## config.mk

```make
export PLATFORM = sky130hd
export DESIGN_NAME = sync_presettable_binary_counter
export DESIGN_NICKNAME = d
export VERILOG_FILES = /design/src/core/sync_counter_pkg.sv /design/src/core/count_bit_cell.sv /design/src/core/sync_presettable_binary_counter.sv
export VERILOG_INCLUDE_DIRS = /design/src /design/src/core
export SDC_FILE = /design/constraint.sdc
export NUM_CORES = 1
export LEC_CHECK = 0
export ABC_AREA = 1
export BUFFER_PORTS_ARGS = -buffer_cell sky130_fd_sc_hd__buf_2
export CAP_MARGIN = 10
export CORE_AREA = 4 4 41 43
export DETAILED_ROUTE_END_ITERATION = 7
export DIE_AREA = 0 0 45 47
export PLACE_DENSITY = 0.58
export SYNTH_ARGS = -nofsm -noshare
export SYNTH_HDL_FRONTEND = slang
export SYNTH_HIERARCHICAL = 1
export SYNTH_SLANG_ARGS = --single-unit
```

## constraint.sdc

```tcl
create_clock -name clk -period 2.07 [get_ports clk]
set_input_delay 0.3105 -clock clk [delete_from_list [all_inputs] [get_ports clk]]
set_output_delay 0.3105 -clock clk [all_outputs]
set_load 0.02 [all_outputs]
```

## src/core/sync_counter_defines.svh

```systemverilog
// constants for the presettable binary counter
`ifndef SYNC_COUNTER_DEFINES_SVH
`define SYNC_COUNTER_DEFINES_SVH

// counter width in bits
`define CNT_WIDTH 4
// terminal count that raises the carry
`define CNT_MAX 4'hf
// value forced by the synchronous clear
`define CNT_ZERO 4'h0
// value held under the asynchronous reset
`define CNT_RESET 4'h0
// increment applied per counting edge
`define CNT_STEP 4'h1

`endif

```

## src/core/sync_counter_pkg.sv

```systemverilog
// types shared by the counter and its bit cells
package sync_counter_pkg;
  `include "sync_counter_defines.svh"

  // count value
  typedef logic [`CNT_WIDTH-1:0] count_t;

  // control levels sampled at each rising edge
  typedef struct packed {
    logic syncClearN;
    logic loadN;
    logic parallelCountEnable;
    logic trickleCountEnable;
  } ctrl_t;

  // operation chosen for one edge, one-hot
  typedef enum logic [3:0] {
    MODE_CLEAR = 4'b0001,
    MODE_LOAD  = 4'b0010,
    MODE_COUNT = 4'b0100,
    MODE_HOLD  = 4'b1000
  } mode_t;
endpackage

```

## src/core/count_bit_cell.sv

```systemverilog
// one loadable toggle flip-flop of the counter
`timescale 1ns/1ps
module count_bit_cell
  import sync_counter_pkg::*;
(
  input  wire logic clk,
  input  wire logic rst_b,
  input  wire logic clearBit,
  input  wire logic loadBit,
  input  wire logic presetBit,
  input  wire logic toggleBit,
  output logic      bitOut
);
  logic bit_r;
  logic bit_nxt;

  // clear beats load, load beats toggle
  assign bit_nxt = clearBit ? 1'b0 :
                   loadBit  ? presetBit :
                   (bit_r ^ toggleBit);

  // state changes on the rising clock edge, or at once when rst_b falls
  always_ff @(posedge clk or negedge rst_b)
  begin
    if (!rst_b)
      bit_r <= 1'b0;
    else
      bit_r <= bit_nxt;
  end

  assign bitOut = bit_r;
endmodule

```

## src/core/sync_presettable_binary_counter.sv

```systemverilog
// 4-bit synchronous presettable binary counter with cascade carry
`timescale 1ns/1ps
`include "sync_counter_defines.svh"
module sync_presettable_binary_counter
  import sync_counter_pkg::*;
(
  input  wire logic   clk,
  input  wire logic   rst_b,
  input  wire logic   syncClearN,
  input  wire logic   loadN,
  input  wire logic   parallelCountEnable,
  input  wire logic   trickleCountEnable,
  input  wire count_t presetData,
  output count_t      countOut,
  output logic        carryOut
);

  // picks the operation for one edge from the sampled levels
  function automatic mode_t opOf(input ctrl_t c);
    mode_t m;
    m = MODE_HOLD;
    case (1'b1)
      !c.syncClearN:
        m = MODE_CLEAR;
      !c.loadN:
        m = MODE_LOAD;
      (c.parallelCountEnable && c.trickleCountEnable):
        m = MODE_COUNT;
      default:
        m = MODE_HOLD;
    endcase
    return m;
  endfunction

  ctrl_t  ctrl;
  mode_t  opMode;
  count_t count;
  logic   [`CNT_WIDTH-1:0] toggleVec;
  logic   atMax;
  logic   clearOp;
  logic   loadOp;
  logic   countOp;

  // bundle of the control inputs
  assign ctrl = '{syncClearN:          syncClearN,
                  loadN:               loadN,
                  parallelCountEnable: parallelCountEnable,
                  trickleCountEnable:  trickleCountEnable};

  // operation decode, clear first then load then count
  assign opMode  = opOf(ctrl);
  assign clearOp = (opMode == MODE_CLEAR);
  assign loadOp  = (opMode == MODE_LOAD);
  assign countOp = (opMode == MODE_COUNT);

  // look-ahead toggles: a bit flips when all lower bits are one
  genvar i;
  generate
    for (i = 0; i < `CNT_WIDTH; i++)
    begin : gBit
      if (i == 0)
      begin : gLsb
        assign toggleVec[i] = countOp;
      end
      else
      begin : gUpper
        assign toggleVec[i] = countOp & (&count[i-1:0]);
      end

      // each bit is its own flip-flop on the common clock
      count_bit_cell uCell (
        .clk       (clk),
        .rst_b     (rst_b),
        .clearBit  (clearOp),
        .loadBit   (loadOp),
        .presetBit (presetData[i]),
        .toggleBit (toggleVec[i]),
        .bitOut    (count[i])
      );
    end
  endgenerate

  // count leaves straight from the bit flip-flops
  assign countOut = count;

  // carry gated by the trickle enable only, not the parallel one
  assign atMax    = (count == `CNT_MAX);
  assign carryOut = trickleCountEnable & atMax;
endmodule

```

==> results_dict.tcl, run 1 <==
set metrics [dict create \
    tightest_slew_ns 0.421 \
    port_buffers 14 \
    path_max_fanout 6 \
    dp_hpwl_um 674 \
    grt_overflow 0 \
    cp_slowest_cell "dfrtp_1" \
    yosys_warnings 6 \
    num_rows 13 \
    finalCritPeriodShare_pct 64.1 \
    grt_max_degree 7 \
    wirelength_um 810 \
    syn-num-nets 70 \
    tns_ns 0 \
    cp.required_ns 1.76 \
    rsz0062_at_grt "false" \
    syn-instance-count 60 \
    root_buffer "clkbuf_4" \
    cts_sinks 4 \
    netlist_area_um2 320 \
    largest_reg_flops 4 \
    vias_per_cell 3.97 \
    syn2layout_area_growth_pct 37.9 \
    cp_slowest_stage_delay_ns 0.42 \
    skew_ns 0.00201 \
    start_util_pct 24.6 \
    ioPinCount 15 \
    fill_cells 154 \
    drc_errors 0 \
    drtAntennaViolNets 0 \
    path_buf_inv 1 \
    setup_viol 0 \
    hold_class "in -> reg" \
    period_minus_slack_ns 1.33 \
    cts_tree "done" \
    grt_pass1_vias 320 \
    max_freq_mhz 754 \
    critPathLaunchType "flop" \
    clk_latency_ns 0.24 \
    drtIter0Drc 2 \
    place_inst 89 \
    path_class "reg -> out" \
    crit_arrival_ns 1.02 \
    drive_above_1_share_pct 29.5 \
    vias 369 \
    crit_chain "nand2_1 -> nor2_1 -> buf_2" \
    die_x_um 45 \
    cts_setup_buffers 0 \
    maxCapViolCount 0 \
    die_h_um 47 \
    nets 90 \
    max_slew_margin_pct 71.8 \
    synth_cell_type_count 7 \
    grt_pass1_wl_um 1260 \
    path_delay_family "flip-flops" \
    ctsHoldBuffers 1 \
    antenna_found_initial 0 \
    finish.utilization_pct 33.9 \
    gp_congestion 0.739 \
    wl_per_cell_um 8.71 \
    die_area_um2 2120 \
    synth_area_per_cell_um2 5.34 \
    clk_path_buf_depth 2 \
    ir_worst_vdd_uv 318 \
    layoutNonFillerInstCount 93 \
    p_leak_nw 0.274 \
    core-area_um2 1300 \
    status "finished clean" \
    yosysSeqAreaShare_pct 31.3 \
    clkTransAtPathRegs_ns 0.04 \
    drt_pass1_iterations 2 \
    synth-seq-cells 4 \
    cellPowerDensity_nw_per_um2 551 \
    grt_use_total_pct 8.71 \
    hold_viol 0 \
    cts_buffers 3 \
    end_kind "output port" \
    cts-resized-gates 0 \
    antenna_cells 0 \
    slew_violations 0 \
    h-tree-depth 1 \
]
==> routing by layer <==
layer  share of wire (%)  GRT usage, %  vias up
met5                   0             0        -
met4                 2.8          7.02        0
met3                 8.0          2.68        4
met2                  45          14.4       10
met1                  44          9.15      153
li1                    -             -      202
==> cells by family (layout without fill, tap and decap cells) <==
group,Yosys count,in the layout,synth area share (%)
AND/OR/NAND/NOR,35,35,44.1
flip-flops,4,4,31.3
buffers and inverters,21,39,24.6
==> cells in the final DEF, fill, tap and decap left out, drive strengths merged <==
| cell | instances |
|---|---|
| buf | 14 |
| dfrtp | 4 |
| nand3 | 6 |
| dlygate4sd3 | 1 |
| nor2 | 13 |
| clkbuf | 3 |
| inv | 21 |
| nand2 | 16 |
==> stage by stage <==
step,hold WS [ns],total power [mW],setup WS [ns],instance area (um^2)
6_report,0.389,0.243,0.744,442
5_1_grt,0.417,0.256,0.647,442
4_1_cts,0.395,0.246,0.735,442
3_5_place_dp,0.130,0.143,0.825,409
3_3_place_gp,0.124,0.142,0.829,409
2_1_floorplan,0.0149,0.121,0.851,320
==> worst paths after layout <==
kind | from | to | depth (start not counted) | slack [ns]
max | gBit[0].uCell/bitOut$_DFF_PN0_ | carryOut | 3 | 0.74
min | presetData[0] | gBit[0].uCell/bitOut$_DFF_PN0_ | 5 | 0.39
max reg2reg | gBit[0].uCell/bitOut$_DFF_PN0_ | gBit[3].uCell/bitOut$_DFF_PN0_ | 7 | 1.03
min reg2reg | gBit[3].uCell/bitOut$_DFF_PN0_ | gBit[3].uCell/bitOut$_DFF_PN0_ | 4 | 0.65
max in group asynchronous | rst_b | gBit[3].uCell/bitOut$_DFF_PN0_ | 2 | 1.52
min in group asynchronous | rst_b | gBit[0].uCell/bitOut$_DFF_PN0_ | 2 | 0.41
==> synthesized netlist by cell type <==
library cell  number  area [um^2]
inv_1             16         60.1
nand2_1           15         56.3
nor2_1            13         48.8
nand3_1            6         30.0
inv_2              5         18.8
dfrtp_1            4          100
nand2_2            1         6.26
==> power by group <==
part / leakage (nW) / internal [mW] / switching [mW]
logic: 0.208 / 0.0214 / 0.0305
clock network: 0.0138 / 0.0651 / 0.0359
registers: 0.0531 / 0.0838 / 0.00658
total: 0.274 / 0.170 / 0.0730
==> area by class of cell <==
class | instances | area, um^2 | share of cell area, %
Multi-Input combinational cell | 35 | 141 | 32.0
Sequential cell | 4 | 100 | 22.7
Timing Repair Buffer | 15 | 80.1 | 18.1
Inverter | 21 | 78.8 | 17.8
Clock buffer | 3 | 22.5 | 5.10
Tap cell | 15 | 18.8 | 4.25
==> worst min-delay path, stage by stage <==
cell	delay [ns]
buf_2	0.08
nor2_1	0.03
nor2_1	0.07
nand2_1	0.05
inv_1	0.05
No activity file was read; power rests on OpenSTA's default activity.
==> run 2: changes to the inputs <==
--- a/config.mk
+++ b/config.mk
@@ -6,13 +6,13 @@
 export SDC_FILE = /design/constraint.sdc
 export NUM_CORES = 1
 export LEC_CHECK = 0
-export ABC_AREA = 1
+export ABC_AREA = 0
 export BUFFER_PORTS_ARGS = -buffer_cell sky130_fd_sc_hd__buf_2
 export CAP_MARGIN = 10
 export CORE_AREA = 4 4 41 43
 export DETAILED_ROUTE_END_ITERATION = 7
 export DIE_AREA = 0 0 45 47
-export PLACE_DENSITY = 0.58
+export PLACE_DENSITY = 0.56
 export SYNTH_ARGS = -nofsm -noshare
 export SYNTH_HDL_FRONTEND = slang
 export SYNTH_HIERARCHICAL = 1
==> constraint.sdc (replaced) <==
create_clock -name clk -period 1.2 [get_ports clk]
set_input_delay 0.18 -clock clk [delete_from_list [all_inputs] [get_ports clk]]
set_output_delay 0.18 -clock clk [all_outputs]
set_load 0.02 [all_outputs]
==> run 2 against run 1 <==
Against the previous run: register-to-register slack worse by 0.89 ns; worst setup slack worse by 0.67 ns; routed wire length is 22% lower; final cell count is 30% lower; worst hold slack worse by 0.13 ns; sequential share of layout area is 1.4 points higher; via count is 31% lower; total power is 68% higher; clock power is 61% higher.
==> results_dict.tcl, run 2 <==
set metrics [dict create \
    syn-num-nets 39 \
    cp_slowest_stage_delay_ns 0.39 \
    drt_pass1_iterations 4 \
    syn-instance-count 29 \
    synth_top_area_share_pct 36.0 \
    synth_area_per_cell_um2 9.58 \
    root_buffer "clkbuf_4" \
    maxCapViolCount 0 \
    yosysSeqAreaShare_pct 36.0 \
    cellPowerDensity_nw_per_um2 960 \
    clk_path_buf_depth 2 \
    synth_most_common_cell "inv_1" \
    h-tree-depth 1 \
    path_delay_family "flip-flops" \
    grt_pass1_vias 266 \
    grt_use_total_pct 7.14 \
    max_slew_margin_pct 86.4 \
    crit_arrival_ns 0.95 \
    num_rows 13 \
    synthTopCellsByCount "5 x inv_1, 4 x a211oi_2, 4 x dfrtp_1, 4 x nor2b_1, 4 x xnor2_1" \
    yosys-top-cells-area "dfrtp_1 36%, a211oi_2 18%, xnor2_1 13%" \
    yosysTopAreaCell "dfrtp_1" \
    p_leak_nw 0.202 \
    most-common-layout-cells "13 x buf_2, 5 x inv_1" \
    status "finished clean" \
    ir_worst_vdd_uv 308 \
    path_class "reg -> out" \
    cts_tree "done" \
    synthFlopType "dfrtp_1" \
    drc_errors 0 \
    setup_viol 0 \
    core-area_um2 1300 \
    antenna_found_initial 0 \
    yosys_warnings 6 \
    rr_endpoint "gBit[2].uCell/bitOut$_DFF_PN0_" \
    nets 62 \
    r2r_slack_ns 0.14 \
    rsz0062_at_grt "false" \
    min-delay-start "presetData[1]" \
    r2r-start "gBit[0].uCell/bitOut$_DFF_PN0_" \
    crit_chain "nand3_1 -> nor2_1 -> buf_4" \
    finish.utilization_pct 32.8 \
    path_buf_inv 1 \
    synth-seq-cells 4 \
    final_common_cell "buf_2" \
    rr_worst_depth 3 \
    port_buffers 14 \
    whs_path_depth 3 \
    largest_reg_flops 4 \
    finalCritPeriodShare_pct 93.9 \
    clk_latency_ns 0.23 \
    ioPinCount 15 \
    cts_buffers 3 \
    grt_overflow 0 \
    synth_edf_count 0 \
    grt_max_degree 9 \
    drive_above_1_share_pct 54.0 \
    hold_end "gBit[1].uCell/bitOut$_DFF_PN0_" \
    end_kind "output port" \
    path_max_fanout 6 \
    skew_ns 0.000835 \
    cts_sinks 4 \
    cp_slowest_cell "dfrtp_2" \
    antenna_cells 0 \
    netlist_area_um2 278 \
    syn2layout_area_growth_pct 53.6 \
    slew_violations 0 \
    die_h_um 47 \
    wirelength_um 633 \
    clkTransAtPathRegs_ns 0.04 \
    vias 253 \
    drtAntennaViolNets 0 \
    gp_congestion 0.675 \
    tns_ns 0 \
    wl_per_cell_um 9.74 \
    period_minus_slack_ns 1.13 \
    hold_class "in -> reg" \
    critPathLaunchType "flop" \
    tightest_slew_ns 0.203 \
    grt_pass1_wl_um 979 \
    vias_per_cell 3.89 \
    die_area_um2 2120 \
    start_util_pct 21.3 \
    max_freq_mhz 888 \
    cp.required_ns 1.02 \
    die_x_um 45 \
    hold_viol 0 \
    synth_cell_type_count 12 \
    drtIter0Drc 4 \
    holdWs_ns 0.262 \
    async_reset_ff_share_pct 100 \
]
## run 2: changes by cell type after synthesis, moves of 4 or more
cell      before  now
a211oi_2       0    4
inv_1         16    5
inv_2          5    0
nand2_1       15    1
nand3_1        6    1
nor2_1        13    2
nor2b_1        0    4
xnor2_1        0    4
## run 2: per-layer routing
metal,GRT usage (%),vias up,wire length (um)
met5,0,-,0
met2,11.0,9,329
met3,1.15,0,40
met1,6.90,106,263
li1,-,138,-
met4,10.5,0,0
## run 2: per-stage QoR
stage               power (mW)  setup WS [ns]  instance area, um^2  cells
floorplan                0.204         0.0993                  278     29
global placement         0.242          0.101                  382     60
detailed placement       0.243         0.0925                  382     60
CTS                      0.413        0.00565                  414     64
global route             0.441        0.00763                  427     65
finish                   0.410         0.0734                  427     65
## run 2: power breakdown
part	switching, mW	internal (mW)	total, mW
Combinational	0.0444	0.0456	0.0900
Clock	0.0514	0.112	0.163
Sequential	0.0109	0.146	0.157
## run 2: area by class of cell
class                           instances  area (um^2)
Inverter                                5         18.8
Tap cell                               15         18.8
Timing Repair Buffer                   18          105
Clock buffer                            3         22.5
Multi-Input combinational cell         20          159
Fill cell                             152          875
Sequential cell                         4          103
## run 2: cells by family after synthesis
logic type      Yosys count  share of synthesized area, %
compound gates            4                          18.0
buf+inv                   5                          6.76
simple gates             12                          26.6
xor+xnor                  4                          12.6
flops                     4                          36.0
## run 2: timing repair
item / CTS / global route
gates resized for setup: 0 / 3
endpoints found under the setup margin: 0 / 1
setup buffers: 0 / 1
hold buffers: 1 / 0
endpoints found under the hold margin: 4 / 0
## run 2: how the worst max path moves through the flow
stage                                              start  slack, ns  cells past startpoint                        endpoint
after floorplan           gBit[0].uCell/bitOut$_DFF_PN0_        0.1                      3  gBit[3].uCell/bitOut$_DFF_PN0_
after global placement               parallelCountEnable       0.10                      5  gBit[2].uCell/bitOut$_DFF_PN0_
after detailed placement              trickleCountEnable       0.09                      5  gBit[3].uCell/bitOut$_DFF_PN0_
after CTS                 gBit[1].uCell/bitOut$_DFF_PN0_      0.006                      3                        carryOut
after global routing      gBit[1].uCell/bitOut$_DFF_PN0_      0.008                      3                        carryOut
final                     gBit[0].uCell/bitOut$_DFF_PN0_       0.07                      3                        carryOut
## run 2: tightest hold or removal path, stage by stage
cell      delay, ns
buf_2          0.09
nor2b_1        0.12
a211oi_2       0.06
==> run 3: changes to the inputs <==
--- a/config.mk
+++ b/config.mk
@@ -7,6 +7,7 @@
 export NUM_CORES = 1
 export LEC_CHECK = 0
 export ABC_AREA = 0
+export ABC_CLOCK_PERIOD_IN_PS = 1200
 export BUFFER_PORTS_ARGS = -buffer_cell sky130_fd_sc_hd__buf_2
 export CAP_MARGIN = 10
 export CORE_AREA = 4 4 41 43
==> constraint.sdc (replaced) <==
create_clock -name clk -period 1.2 [get_ports clk]
set_input_delay 0.18 -clock clk [delete_from_list [all_inputs] [get_ports clk]]
set_output_delay 0.18 -clock clk [all_outputs]
set_load 0.01 [all_outputs]
==> run 3 against run 2 <==
Against the previous run: clock power barely moved; worst setup slack better by 0.019 ns; routed wire length shrank 1.3%; flip-flop and latch count did not move; combinational power decreased by 12%; clock-buffer cell count unchanged.
==> results_dict.tcl, run 3 (same netlist as run 2, synthesis figures left out) <==
set metrics [dict create \
    skew_ns 0.000835 \
    clkTransAtPathRegs_ns 0.04 \
    end_kind "output port" \
    grt_overflow 0 \
    tightest_slew_ns 0.202 \
    die_h_um 47 \
    core-area_um2 1300 \
    p_leak_nw 0.197 \
    port_buffers 14 \
    grt_use_total_pct 7.14 \
    clk_latency_ns 0.23 \
    period_minus_slack_ns 1.11 \
    drt_pass1_iterations 4 \
    cellPowerDensity_nw_per_um2 958 \
    hold_viol 0 \
    clk_path_buf_depth 2 \
    path_max_fanout 4 \
    start_util_pct 21.3 \
    cts_sinks 4 \
    vias_per_cell 3.91 \
    wirelength_um 625 \
    wl_per_cell_um 9.77 \
    ioPinCount 15 \
    antenna_cells 0 \
    tns_ns 0 \
    status "finished clean" \
    num_rows 13 \
    cp_slowest_cell "dfrtp_1" \
    maxCapViolCount 0 \
    path_class "reg -> out" \
    cts_buffers 3 \
    syn2layout_area_growth_pct 50.0 \
    final_common_cell "buf_2" \
    antenna_found_initial 0 \
    drtIter0Drc 4 \
    cts_setup_buffers 0 \
    h-tree-depth 1 \
    max_freq_mhz 903 \
    gp_congestion 0.675 \
    die_x_um 45 \
    drc_errors 0 \
    p_int_uw 300 \
    vias 250 \
    ir_worst_vdd_uv 306 \
    slew_violations 0 \
    nets 61 \
    grt_pass1_vias 266 \
    cp.required_ns 1.02 \
    finish.utilization_pct 32.0 \
    crit_arrival_ns 0.93 \
    cp_slowest_stage_delay_ns 0.39 \
    most-common-layout-cells "14 x buf_2, 5 x inv_1, 4 x xnor2_1, 4 x nor2b_1, 4 x a211oi_2" \
    max_slew_margin_pct 86.4 \
    critPathLaunchType "flop" \
    combPwrFrac_pct 19.8 \
    root_buffer "clkbuf_4" \
    grt_max_degree 9 \
    rsz0062_at_grt "false" \
    finalCritPeriodShare_pct 92.3 \
    drtAntennaViolNets 0 \
    cts_tree "done" \
    hold_class "in -> reg" \
    clkPwrFrac_pct 40.8 \
    fill_cells 150 \
    switching_share_pct 24.8 \
    seq_power_share_pct 39.4 \
    crit_chain "nand3_1 -> nor2_1 -> buf_2" \
    setup_viol 0 \
    largest_reg_flops 4 \
    p_switching_uw 98.9 \
    drive_above_1_share_pct 53.1 \
    grt_pass1_wl_um 979 \
    die_area_um2 2120 \
]
-- run 3: repair_timing --
item                                   4_1_cts  5_1_grt
setup endpoints to repair                    0        1
hold buffers                                 1        0
resized for setup                            0        2
endpoints found under the hold margin        4        0
-- run 3: worst paths after layout --
kind                                           startpoint                        endpoint  slack [ns]  depth (start not counted)
min in group asynchronous                           rst_b  gBit[3].uCell/bitOut$_DFF_PN0_        0.28                          2
min reg2reg                gBit[3].uCell/bitOut$_DFF_PN0_  gBit[3].uCell/bitOut$_DFF_PN0_        0.63                          2
min                                         presetData[1]  gBit[1].uCell/bitOut$_DFF_PN0_        0.26                          3
max reg2reg                gBit[0].uCell/bitOut$_DFF_PN0_  gBit[2].uCell/bitOut$_DFF_PN0_        0.14                          3
max                        gBit[2].uCell/bitOut$_DFF_PN0_                        carryOut        0.09                          3
max in group asynchronous                           rst_b  gBit[1].uCell/bitOut$_DFF_PN0_        0.79                          2
-- run 3: area by class of cell --
type                    instances  area (um^2)  area share (%)
well taps                      15         18.8            4.50
repair buffers                 17         95.1            22.8
clock buffers                   3         22.5            5.41
multi-input cells              20          159            38.1
flip-flops and latches          4          103            24.6
inverters                       5         18.8            4.50
-- run 3: routing by layer --
layer	track usage [%]	vias to the layer above	part of all wire (%)
li1	-	136	-
met1	6.90	105	41
met2	11.0	9	52
met3	1.15	0	6.4
met4	10.5	0	0
met5	0	-	0
-- run 3: critical path, delay by kind of cell, from the launching register on --
family | cells | cell delay, ns
DFF | 1 | 0.39
buffers and inverters | 1 | 0.13
and+or+nand+nor | 2 | 0.18
-- run 3: power groups by stage --
stage          clock, mW  combinational (mW)  sequential (mW)
2_1_floorplan          0              0.0359            0.161
5_1_grt            0.184              0.0873            0.159
6_report           0.163              0.0792            0.157
3_3_place_gp           0              0.0776            0.157
3_5_place_dp           0              0.0778            0.158
4_1_cts            0.168              0.0807            0.157
-- run 3: through the flow --
stage / std cells / total power, mW / hold slack [ns] / area [um^2] / setup slack, ns
6_report: 64 / 0.399 / 0.262 / 417 / 0.0928
2_1_floorplan: 29 / 0.196 / -0.116 / 278 / 0.160
3_3_place_gp: 60 / 0.235 / -0.0120 / 382 / 0.101
4_1_cts: 64 / 0.405 / 0.263 / 414 / 0.0393
3_5_place_dp: 60 / 0.236 / -0.0124 / 382 / 0.0925
5_1_grt: 64 / 0.431 / 0.255 / 417 / 0.0248
